<file path="config.mk">
export PLATFORM = sky130hd
export DESIGN_NAME = bss_boot_select
export DESIGN_NICKNAME = d
export VERILOG_FILES = /design/src/rtl/bss_pkg.sv /design/src/rtl/bss_decode.sv /design/src/rtl/bss_boot_select.sv
export SDC_FILE = /design/constraint.sdc
export NUM_CORES = 1
export LEC_CHECK = 0
export BUFFER_PORTS_ARGS = -buffer_cell sky130_fd_sc_hd__buf_2
export CAP_MARGIN = 20
export CORE_UTILIZATION = 49
export CTS_BUF_LIST = sky130_fd_sc_hd__clkbuf_8
export CTS_CLUSTER_SIZE = 20
export DETAILED_ROUTE_END_ITERATION = 12
export PLACE_DENSITY = 0.81
export SLEW_MARGIN = 40
export SYNTH_ARGS = -nofsm -noshare
export SYNTH_HDL_FRONTEND = slang
export SYNTH_SLANG_ARGS = --single-unit
</file>
<file path="constraint.sdc">
create_clock -name CLK_I -period 1.84 [get_ports CLK_I]
set_input_delay 0.092 -clock CLK_I [delete_from_list [all_inputs] [get_ports CLK_I]]
set_output_delay 0.092 -clock CLK_I [all_outputs]
set_load 0.01 [all_outputs]
</file>
<file path="src/rtl/bss_pkg.sv">
package bss_pkg;

    // ------------------------------------------------------------
    // boot source encodings (fuse field values)
    // ------------------------------------------------------------
    typedef enum logic [3:0]
    {
        BSS_SRC_PINS    = 4'h0,
        BSS_SRC_ISP0    = 4'h1,
        BSS_SRC_QUAD    = 4'h2,
        BSS_SRC_EMC8    = 4'h3,
        BSS_SRC_EMC16   = 4'h4,
        BSS_SRC_EMC32   = 4'h5,
        BSS_SRC_USB_PORT_ZERO    = 4'h6,
        BSS_SRC_USB_PORT_ONE    = 4'h7,
        BSS_SRC_SSP     = 4'h8,
        BSS_SRC_ISP3    = 4'h9
    } bss_src_t;

    // ------------------------------------------------------------
    // pin patterns {sel3,sel2,sel1,sel0} for a zero fuse field
    // ------------------------------------------------------------
    localparam logic [3:0] BSS_PIN_ISP0  = 4'h0;
    localparam logic [3:0] BSS_PIN_QUAD  = 4'h1;
    localparam logic [3:0] BSS_PIN_EMC8  = 4'h2;
    localparam logic [3:0] BSS_PIN_EMC16 = 4'h3;
    localparam logic [3:0] BSS_PIN_EMC32 = 4'h4;
    localparam logic [3:0] BSS_PIN_USB_PORT_ZERO  = 4'h5;
    localparam logic [3:0] BSS_PIN_USB_PORT_ONE  = 4'h6;
    localparam logic [3:0] BSS_PIN_SSP   = 4'h7;
    localparam logic [3:0] BSS_PIN_ISP3  = 4'h8;

    // ------------------------------------------------------------
    // rom and boot vector
    // ------------------------------------------------------------
    localparam int          BSS_ROM_KB     = 64;
    localparam int          BSS_ROM_AW     = 16;
    localparam logic [15:0] BSS_ROM_BYTES_M1 = 16'hffff;
    localparam logic [15:0] BSS_ROM_START  = 16'h0000;

    // ------------------------------------------------------------
    // shared flash pin function codes
    // ------------------------------------------------------------
    localparam logic [1:0]  BSS_PF_GPIO    = 2'h0;
    localparam logic [1:0]  BSS_PF_QUAD    = 2'h1;
    localparam logic [1:0]  BSS_PF_SSP     = 2'h2;

    // ------------------------------------------------------------
    // reset values
    // ------------------------------------------------------------
    localparam logic [3:0]  BSS_RST_SRC    = 4'h1;
    localparam logic [1:0]  BSS_RST_PF     = 2'h0;

endpackage

</file>
<file path="src/rtl/bss_decode.sv">
`timescale 1ns/1ps
`default_nettype none
// combinational boot source decoder
module bss_decode
(
    input  wire logic [3:0] fuse_i,
    input  wire logic       fuse_prog_i,
    input  wire logic [3:0] pins_i,
    output logic      [3:0] src_o,
    output logic            rsvd_o
);
    // ------------------------------------------------------------
    // pin pattern to source code
    // ------------------------------------------------------------
    function automatic logic [4:0] pin_map(input logic [3:0] p);
        unique case (p)
            bss_pkg::BSS_PIN_ISP0:  pin_map = {1'b0, bss_pkg::BSS_SRC_ISP0};
            bss_pkg::BSS_PIN_QUAD:  pin_map = {1'b0, bss_pkg::BSS_SRC_QUAD};
            bss_pkg::BSS_PIN_EMC8:  pin_map = {1'b0, bss_pkg::BSS_SRC_EMC8};
            bss_pkg::BSS_PIN_EMC16: pin_map = {1'b0, bss_pkg::BSS_SRC_EMC16};
            bss_pkg::BSS_PIN_EMC32: pin_map = {1'b0, bss_pkg::BSS_SRC_EMC32};
            bss_pkg::BSS_PIN_USB_PORT_ZERO:  pin_map = {1'b0, bss_pkg::BSS_SRC_USB_PORT_ZERO};
            bss_pkg::BSS_PIN_USB_PORT_ONE:  pin_map = {1'b0, bss_pkg::BSS_SRC_USB_PORT_ONE};
            bss_pkg::BSS_PIN_SSP:   pin_map = {1'b0, bss_pkg::BSS_SRC_SSP};
            bss_pkg::BSS_PIN_ISP3:  pin_map = {1'b0, bss_pkg::BSS_SRC_ISP3};
            default:                pin_map = {1'b1, bss_pkg::BSS_RST_SRC};
        endcase
    endfunction

    // ------------------------------------------------------------
    // fuse first, pins when fuse is zero or unprogrammed
    // ------------------------------------------------------------
    always_comb
    begin
        logic [4:0] pm;
        pm = pin_map(pins_i);
        if (!fuse_prog_i || fuse_i == bss_pkg::BSS_SRC_PINS)
        begin
            src_o  = pm[3:0];
            rsvd_o = pm[4];
        end
        else if (fuse_i > bss_pkg::BSS_SRC_ISP3)
        begin
            src_o  = bss_pkg::BSS_RST_SRC;
            rsvd_o = 1'b1;
        end
        else
        begin
            src_o  = fuse_i;
            rsvd_o = 1'b0;
        end
    end
endmodule // bss_decode
`default_nettype wire

</file>
<file path="src/rtl/bss_boot_select.sv">
`timescale 1ns/1ps
`default_nettype none
module bss_boot_select
(
    input  wire logic        CLK_I,
    input  wire logic        RESET_I,
    input  wire logic        CE_I,
    input  wire logic        BOOT_GATE_PIN_I,
    input  wire logic [3:0]  BOOT_SELECT_PIN_I,
    input  wire logic [3:0]  BOOT_SOURCE_FUSE_FIELD_I,
    input  wire logic        FUSE_PROGRAMMED_I,
    output logic             SELECT_DONE_O,
    output logic      [3:0]  BOOT_SOURCE_O,
    output logic             BOOT_RESERVED_O,
    output logic             BOOT_FIXED_O,
    output logic             FETCH_FROM_ROM_O,
    output logic      [15:0] ROM_START_ADDR_O,
    output logic      [15:0] ROM_LAST_ADDR_O,
    output logic      [1:0]  FLASH_PIN_FUNC_O
);
    // ------------------------------------------------------------
    // state
    // ------------------------------------------------------------
    typedef enum logic [1:0] {BSS_SYNC, BSS_SAMPLE, BSS_HOLD} bss_state_t;

    bss_state_t  state_reg, state_next;
    logic [4:0]  sync1_reg, sync2_reg;
    logic [3:0]  src_reg, src_next;
    logic        rsvd_reg, rsvd_next;
    logic        fixed_reg, fixed_next;
    logic        done_reg, done_next;
    logic        rom_reg, rom_next;
    logic [1:0]  pf_reg, pf_next;
    logic [3:0]  dec_src;
    logic        dec_rsvd;
    logic        sync_cnt_reg, sync_cnt_next;

    // ------------------------------------------------------------
    // pin synchroniser
    // ------------------------------------------------------------
    always_ff @(posedge CLK_I or posedge RESET_I)
    begin
        if (RESET_I)
        begin
            sync1_reg <= 5'h00;
            sync2_reg <= 5'h00;
        end
        else if (CE_I)
        begin
            sync1_reg <= {BOOT_GATE_PIN_I, BOOT_SELECT_PIN_I};
            sync2_reg <= sync1_reg;
        end
    end

    // ------------------------------------------------------------
    // decoder
    // ------------------------------------------------------------
    bss_decode u_dec
    (
        .fuse_i      (BOOT_SOURCE_FUSE_FIELD_I),
        .fuse_prog_i (FUSE_PROGRAMMED_I),
        .pins_i      (sync2_reg[3:0]),
        .src_o       (dec_src),
        .rsvd_o      (dec_rsvd)
    );

    // ------------------------------------------------------------
    // pin function for the chosen flash path
    // ------------------------------------------------------------
    function automatic logic [1:0] pin_func(input logic [3:0] s);
        if (s == bss_pkg::BSS_SRC_QUAD)
            pin_func = bss_pkg::BSS_PF_QUAD;
        else if (s == bss_pkg::BSS_SRC_SSP)
            pin_func = bss_pkg::BSS_PF_SSP;
        else
            pin_func = bss_pkg::BSS_PF_GPIO;
    endfunction

    // ------------------------------------------------------------
    // sample once after reset release, then hold
    // ------------------------------------------------------------
    always_comb
    begin
        state_next    = state_reg;
        src_next      = src_reg;
        rsvd_next     = rsvd_reg;
        fixed_next    = fixed_reg;
        done_next     = done_reg;
        rom_next      = rom_reg;
        pf_next       = pf_reg;
        sync_cnt_next = sync_cnt_reg;
        unique case (state_reg)
            BSS_SYNC:
            begin
                // wait for the synchroniser to fill
                sync_cnt_next = 1'b1;
                if (sync_cnt_reg)
                    state_next = BSS_SAMPLE;
            end
            BSS_SAMPLE:
            begin
                // pins assumed stable through reset
                if (sync2_reg[4])
                begin
                    // gate high: fixed default source, no selection
                    src_next   = bss_pkg::BSS_RST_SRC;
                    rsvd_next  = 1'b0;
                    fixed_next = 1'b1;
                end
                else
                begin
                    src_next   = dec_src;
                    rsvd_next  = dec_rsvd;
                    fixed_next = 1'b0;
                end
                pf_next    = sync2_reg[4] ? bss_pkg::BSS_PF_GPIO
                                          : pin_func(dec_src);
                done_next  = 1'b1;
                state_next = BSS_HOLD;
            end
            BSS_HOLD:
            begin
                rom_next = 1'b1;  // rom keeps executing the loader
            end
        endcase
    end

    // ------------------------------------------------------------
    // registers
    // ------------------------------------------------------------
    always_ff @(posedge CLK_I or posedge RESET_I)
    begin
        if (RESET_I)
        begin
            state_reg    <= BSS_SYNC;
            src_reg      <= bss_pkg::BSS_RST_SRC;
            rsvd_reg     <= 1'b0;
            fixed_reg    <= 1'b0;
            done_reg     <= 1'b0;
            rom_reg      <= 1'b1;
            pf_reg       <= bss_pkg::BSS_RST_PF;
            sync_cnt_reg <= 1'b0;
        end
        else if (CE_I)
        begin
            state_reg    <= state_next;
            src_reg      <= src_next;
            rsvd_reg     <= rsvd_next;
            fixed_reg    <= fixed_next;
            done_reg     <= done_next;
            rom_reg      <= rom_next;
            pf_reg       <= pf_next;
            sync_cnt_reg <= sync_cnt_next;
        end
    end

    // ------------------------------------------------------------
    // rom window: constant flops, 64 kB
    // ------------------------------------------------------------
    logic [15:0] start_reg, last_reg;
    always_ff @(posedge CLK_I or posedge RESET_I)
    begin
        if (RESET_I)
        begin
            start_reg <= bss_pkg::BSS_ROM_START;
            last_reg  <= bss_pkg::BSS_ROM_BYTES_M1;
        end
        else if (CE_I)
        begin
            start_reg <= bss_pkg::BSS_ROM_START;
            last_reg  <= bss_pkg::BSS_ROM_BYTES_M1;
        end
    end

    // ------------------------------------------------------------
    // outputs
    // ------------------------------------------------------------
    assign SELECT_DONE_O    = done_reg;
    assign BOOT_SOURCE_O    = src_reg;
    assign BOOT_RESERVED_O  = rsvd_reg;
    assign BOOT_FIXED_O     = fixed_reg;
    assign FETCH_FROM_ROM_O = rom_reg;
    assign ROM_START_ADDR_O = start_reg;
    assign ROM_LAST_ADDR_O  = last_reg;
    assign FLASH_PIN_FUNC_O = pf_reg;

endmodule // bss_boot_select
`default_nettype wire

</file>
==> impl_metrics.yaml, run 1 <==
finish:
  n_antenna_cell: 0
  utilization_pct: 56.1
  num-nets-final: 168
  finish.instance_area_um2: 1410
  layout-area-overhead-vs-synth_pct: 5.71
  drive_above_1_share_pct: 27.2
critical_path:
  endpoint_kind: "flip-flop"
  critPathLaunchType: "flip-flop"
  worst_r2r_startpoint: "sync2_reg[0]"
  cp_data_arrival_time_ns: 1.90
  crit_path_end: "FLASH_PIN_FUNC_O[1]"
  reg2reg_slack_ns: 0.1
  rr_endpoint: "FLASH_PIN_FUNC_O[1]"
  cp-startpoint: "sync2_reg[0]"
  crit_type: "reg -> reg"
  worst_ep_required_time_ns: 2.00
  critPathMaxFanout: 5
  r2r_cells: 6
die:
  ioPinCount: 55
  floorplan.die.height_um: 54.2
  placement_rows: 18
  floorplan_core_area_um2: 2520
  floorplan.initialDensity_pct: 53.0
  design.die.area_um2: 2940
  die_width_um: 54.2
placed_design:
  port_buffers: 21
  placedInstanceArea_um2: 1340
  place_ws_ns: 0.0421
  hpwlAfterDp_mm: 1.68
  gpl.final_weighted_congestion: 0.834
sta:
  timing.final.crit_period_ns: 1.74
  maximum_achievable_frequency_mhz: 574
  report.final.hold_viol_count: 0
  setup_viol: 0
  finalMaxSlewViolations: 0
  grt_setup_unrepaired: "no"
  finalWorstSetupSlack_ns: 0.0978
  fin_crit_share_pct: 94.7
  post_route_clock_skew_ns: 0.00710
  final.setup.tns_ns: 0
detailed_routing:
  drt_iter0_markers: 18
  via_count: 915
  first_pass_iters: 4
  drt_drc_violations_left: 0
  route.final.wire_length_mm: 2.19
  drt-wirelength-per-cell_um: 12.1
  viasPerCell: 5.06
  antenna_violating_nets_post_route: 0
power_and_ir_drop:
  power_w: 0.00140
  powerDensity_nw_per_um2: 991
  power.leakage_nw: 0.702
  power.ir.vdd_worst_mv: 0.867
synthesis:
  combinational_family_with_the_most_area_after_synthesis: "buffers and inverters"
  adder_cell_share_of_the_synthesized_area_pct: 2.81
  synth.top_cells.by_count: "34 x sky130_fd_sc_hd__buf_4, 21 x sky130_fd_sc_hd__dfrtp_1, 11 x sky130_fd_sc_hd__nand2_1"
  synthDominantCellAreaShare_pct: 39.3
  number_of_enable_type_register_cells_in_the_synthesized_netlist: 0
  synth_flop_cell: "sky130_fd_sc_hd__dfrtp_1"
  average_cell_area_after_synthesis_um2: 10.4
  synth-simple-area-share_pct: 11.7
  netlist-cell-type-count: 34
  synth_warnings: 0
  synth_seq_cells: 22
  cell_with_the_most_instances_after_synthesis: "sky130_fd_sc_hd__buf_4"
  post_synth_instance_area_um2: 1340
  post_synth_inst_count: 128
  synth_xor_area_share_pct: 0
  post-synth-top-area-cell: "sky130_fd_sc_hd__dfrtp_1"
  synth.yosys.seq_area_share_pct: 41.3
  postSynth.asyncResetShare_pct: 100
  netlist_top_cells_area: "sky130_fd_sc_hd__dfrtp_1 39%, sky130_fd_sc_hd__buf_4 19%, sky130_fd_sc_hd__mux2_2 6.7%"
  synth-compound-area-share_pct: 15.3
  synthMuxAreaShare_pct: 6.74
clock_tree:
  clock_buffer_count_from_cts: 3
  tritoncts: "built"
  clock_latency_ns: 0.26
  htreeDepth: 1
  cts_setup_buffers: 0
  cts.sink_count: 22
  worst_setup_hold_path_clk_slew_ns: 0.08
  cts.root.buffer_cell: "sky130_fd_sc_hd__clkbuf_8"
  cts_buffer_depth: 2
job:
  timing.max_cap.violations: 0
global_route:
  number_of_antenna_violations_at_the_first_check_in_global_routing: 0
  maximum_number_of_pins_on_one_net_before_global_route_repair: 23
  number_of_global_route_vias_before_repair: 796
  grt-ovfl-total: 0
  grt_use_total_pct: 16.4
  grt_first_pass_wirelength_mm: 3.37
hold_path:
  hold_path_class: "in -> reg"
  hold_start: "BOOT_SELECT_PIN_I[1]"
outcome:
  status: "completed"
[metrics by stage]
step | instances | hold slack, ns
global placement | 176 | 0.267
finish | 181 | 0.0662
detailed placement | 176 | 0.286
floorplan | 159 | 0.0805
global route | 181 | 0.0652
CTS | 180 | 0.00200
[what timing repair did]
item	CTS	global route
endpoints found under the hold margin	0	21
endpoints found under the setup margin	0	1
hold buffers	0	1
gates resized for setup	0	1
[layout by cell type, fill, tap and decap left out, drive strengths merged, types with 2 or more instances in the layout]
cell	n
o21ai	7
o41ai	4
nand3b	2
ha	3
nand4bb	2
nand2	11
nand2b	5
inv	5
conb	33
mux2	8
clkbuf	4
buf	23
dfrtp	21
a22o	4
[worst max-delay path, stage by stage, from the launching register on]
cell and delay [ns]:
sky130_fd_sc_hd__dfrtp_1 0.43, sky130_fd_sc_hd__inv_1 0.10, sky130_fd_sc_hd__ha_1 0.14, sky130_fd_sc_hd__nand2b_1 0.09
sky130_fd_sc_hd__o21a_1 0.20, sky130_fd_sc_hd__o41a_1 0.33, sky130_fd_sc_hd__o41ai_2 0.36
[final cells by class]
cell class	instances	area, um2
Inverter	5	18.8
Timing Repair Buffer	24	130
Multi-Input combinational cell	96	621
Sequential cell	22	552
Tap cell	30	37.5
Fill cell	222	1110
Clock buffer	4	55.1
[worst min-delay path by stage]
| stage | to | cells after the start |
|---|---|---|
| after floorplan | BOOT_FIXED_O | 1 |
| after global placement | sync1_reg[3] | 2 |
| after detailed placement | sync1_reg[4] | 2 |
| after CTS | sync2_reg[4] | 2 |
| after global routing | sync1_reg[1] | 2 |
| final | sync1_reg[1] | 2 |
[report_power, final]
| group | total [W] | switching (W) | internal (W) |
|---|---|---|---|
| Combinational | 0.000391 | 0.000211 | 0.000180 |
| Clock | 0.000336 | 0.000146 | 0.000190 |
| Sequential | 0.000674 | 0.0000702 | 0.000604 |
| Total | 0.00140 | 0.000427 | 0.000974 |
[routing by layer]
layer / vias to the layer above / share of wire, % / global-route usage [%] / routed length [um]
met5: - / 0 / 0 / 0
met4: 0 / 1.4 / 8.97 / 31
met3: 4 / 8.2 / 3.06 / 180
met2: 56 / 47 / 26.2 / 1040
met1: 433 / 43 / 20.8 / 939
li1: 422 / - / - / -
[logic make-up after synthesis]
| kind of cell | Yosys count |
|---|---|
| buf+inv | 41 |
| flops | 22 |
| compound gates | 25 |
| fa+ha+maj | 3 |
| other cells | 2 |
| mux | 8 |
| simple gates | 27 |
(Power assumes the default switching activity.)
==> run 2, diff against run 1 <==
--- a/config.mk
+++ b/config.mk
@@ -5,12 +5,13 @@
 export SDC_FILE = /design/constraint.sdc
 export NUM_CORES = 1
 export LEC_CHECK = 0
-export BUFFER_PORTS_ARGS = -buffer_cell sky130_fd_sc_hd__buf_2
+export BUFFER_PORTS_ARGS = -buffer_cell sky130_fd_sc_hd__clkbuf_2
 export CAP_MARGIN = 20
 export CORE_UTILIZATION = 49
 export CTS_BUF_LIST = sky130_fd_sc_hd__clkbuf_8
 export CTS_CLUSTER_SIZE = 20
 export DETAILED_ROUTE_END_ITERATION = 12
+export GPL_TIMING_DRIVEN = 0
 export PLACE_DENSITY = 0.81
 export SLEW_MARGIN = 40
 export SYNTH_ARGS = -nofsm -noshare
==> impl_metrics.yaml, run 2 (same netlist as run 1, synthesis figures left out) <==
outcome:
  status: "completed"
clock_tree:
  cts_buffer_depth: 2
  clock_latency_ns: 0.26
  cts.sink_count: 22
  clock_buffer_count_from_cts: 3
  worst_setup_hold_path_clk_slew_ns: 0.08
  htreeDepth: 1
  tritoncts: "built"
  cts.root.buffer_cell: "sky130_fd_sc_hd__clkbuf_8"
sta:
  post_route_clock_skew_ns: 0.00901
  maximum_achievable_frequency_mhz: 585
  timing.final.crit_period_ns: 1.71
  grt_setup_unrepaired: "no"
  finalMaxSlewViolations: 0
  report.final.hold_viol_count: 0
  final.setup.tns_ns: 0
  setup_viol: 0
  finalWorstSetupSlack_ns: 0.131
  fin_crit_share_pct: 92.9
power_and_ir_drop:
  powerDensity_nw_per_um2: 923
  power.ir.vdd_worst_mv: 0.764
  power.leakage_nw: 0.869
placed_design:
  place_ws_ns: 0.0846
  gpl.final_weighted_congestion: 0.887
  hpwlAfterDp_mm: 1.77
  port_buffers: 20
finish:
  drive_above_1_share_pct: 40.0
  most-common-layout-cells: "35 x sky130_fd_sc_hd__buf_4, 33 x sky130_fd_sc_hd__conb_1, 21 x sky130_fd_sc_hd__dfrtp_1, 20 x sky130_fd_sc_hd__clkbuf_2, 11 x sky130_fd_sc_hd__nand2_1"
  layout-area-overhead-vs-synth_pct: 26.2
  n_antenna_cell: 0
  num-fill-cells: 208
  mostFrequentLayoutCell: "sky130_fd_sc_hd__buf_4"
  num-nets-final: 202
detailed_routing:
  routed-wl-met3_um: 206
  met1Wirelength_um: 933
  highest-signal-layer: "met4"
  drt_iter0_markers: 5
  drt_drc_violations_left: 0
  wl_met2_mm: 1.05
  via_count: 981
  drt-wirelength-per-cell_um: 10.3
  route.final.wire_length_mm: 2.21
  viasPerCell: 4.56
  antenna_violating_nets_post_route: 0
  first_pass_iters: 4
critical_path:
  worst_ep_required_time_ns: 2.00
  cp_data_arrival_time_ns: 1.87
  endpoint_kind: "flip-flop"
  cp_top_family: "compound AO/OA/AOI/OAI gates"
  critPathMaxStageDelay_ns: 0.41
  crit_type: "reg -> reg"
  worstPathBufferInverterCount: 1
  crit_slowest_cell: "sky130_fd_sc_hd__dfrtp_1"
  critPathMaxFanout: 4
  critPathLaunchType: "flip-flop"
  crit_chain: "inv_1 -> ha_1 -> nand2b_1 -> o21a_1 -> o41a_1 -> o41ai_2"
global_route:
  grt_use_total_pct: 15.7
  number_of_global_route_vias_before_repair: 808
  grt-ovfl-total: 0
  grt_first_pass_wirelength_mm: 3.29
  maximum_number_of_pins_on_one_net_before_global_route_repair: 23
  number_of_antenna_violations_at_the_first_check_in_global_routing: 0
hold_path:
  hold_path_class: "in -> reg"
die:
  design.die.area_um2: 2940
  placement_rows: 18
  floorplan.initialDensity_pct: 53.0
  die_width_um: 54.2
  floorplan.die.height_um: 54.2
  floorplan_core_area_um2: 2520
  ioPinCount: 55
job:
  timing.max_cap.violations: 0
## run 2: worst paths after layout
check	end	cells after the start	slack [ns]	startpoint
worst max-delay path	FLASH_PIN_FUNC_O[1]	6	0.13	sync2_reg[0]
worst min-delay path	sync1_reg[4]	2	0.07	BOOT_GATE_PIN_I
worst max register to register	FLASH_PIN_FUNC_O[1]	6	0.13	sync2_reg[0]
worst min register to register	state_reg[1]	1	0.49	state_reg[1]
max in group asynchronous	BOOT_SOURCE_O[0]	3	1.12	RESET_I
min in group asynchronous	sync_cnt_reg	3	0.38	RESET_I
## run 2: repair_timing
action                     CTS  global route
hold buffers                 1             0
buffers inserted             0             1
setup endpoints to repair    0             1
hold endpoints to repair    21             0
gates resized for setup      0             1
## run 2: layer usage
metal | global-route usage [%] | vias up
li1 | - | 496
met1 | 19.4 | 430
met2 | 26.6 | 53
met3 | 2.50 | 2
met4 | 7.26 | 0
met5 | 0 | -
## run 2: power by group
group	switching [W]	leakage (nW)	internal, W	total [W]
sequential	0.0000740	0.264	0.000604	0.000678
clock	0.000146	0.0357	0.000290	0.000436
combinational	0.000218	0.569	0.000227	0.000445
## run 2: final cells by class
cell class	count	area, um2	area share [%]
inverter	5	18.8	1.11
buffer	36	270	16.0
clock buffer	3	41.3	2.45
sequential	22	552	32.7
multi-input combinational	96	621	36.8
timing repair buffer	22	118	6.97
tap	30	37.5	2.22
clock inverter	1	30.0	1.78
## run 2: stage by stage
stage / utilization [%] / power (W) / hold WS [ns] / area (um2) / std cells
3_3_place_gp: 63.1 / 0.00110 / 0.244 / 1590 / 209
3_5_place_dp: 63.1 / 0.00112 / 0.265 / 1590 / 209
2_1_floorplan: - / 0.000982 / 0.0805 / 1450 / 159
5_1_grt: 66.9 / 0.00166 / 0.0673 / 1690 / 215
4_1_cts: 66.3 / 0.00156 / 0.0645 / 1670 / 214
6_report: 66.9 / 0.00156 / 0.0665 / 1690 / 215
## run 2: worst register-to-register path, stage by stage (launching register included)
cell and delay (ns):
sky130_fd_sc_hd__dfrtp_1 0.41, sky130_fd_sc_hd__inv_1 0.09, sky130_fd_sc_hd__ha_1 0.14, sky130_fd_sc_hd__nand2b_1 0.09, sky130_fd_sc_hd__o21a_1 0.20, sky130_fd_sc_hd__o41a_1 0.34, sky130_fd_sc_hd__o41ai_2 0.34
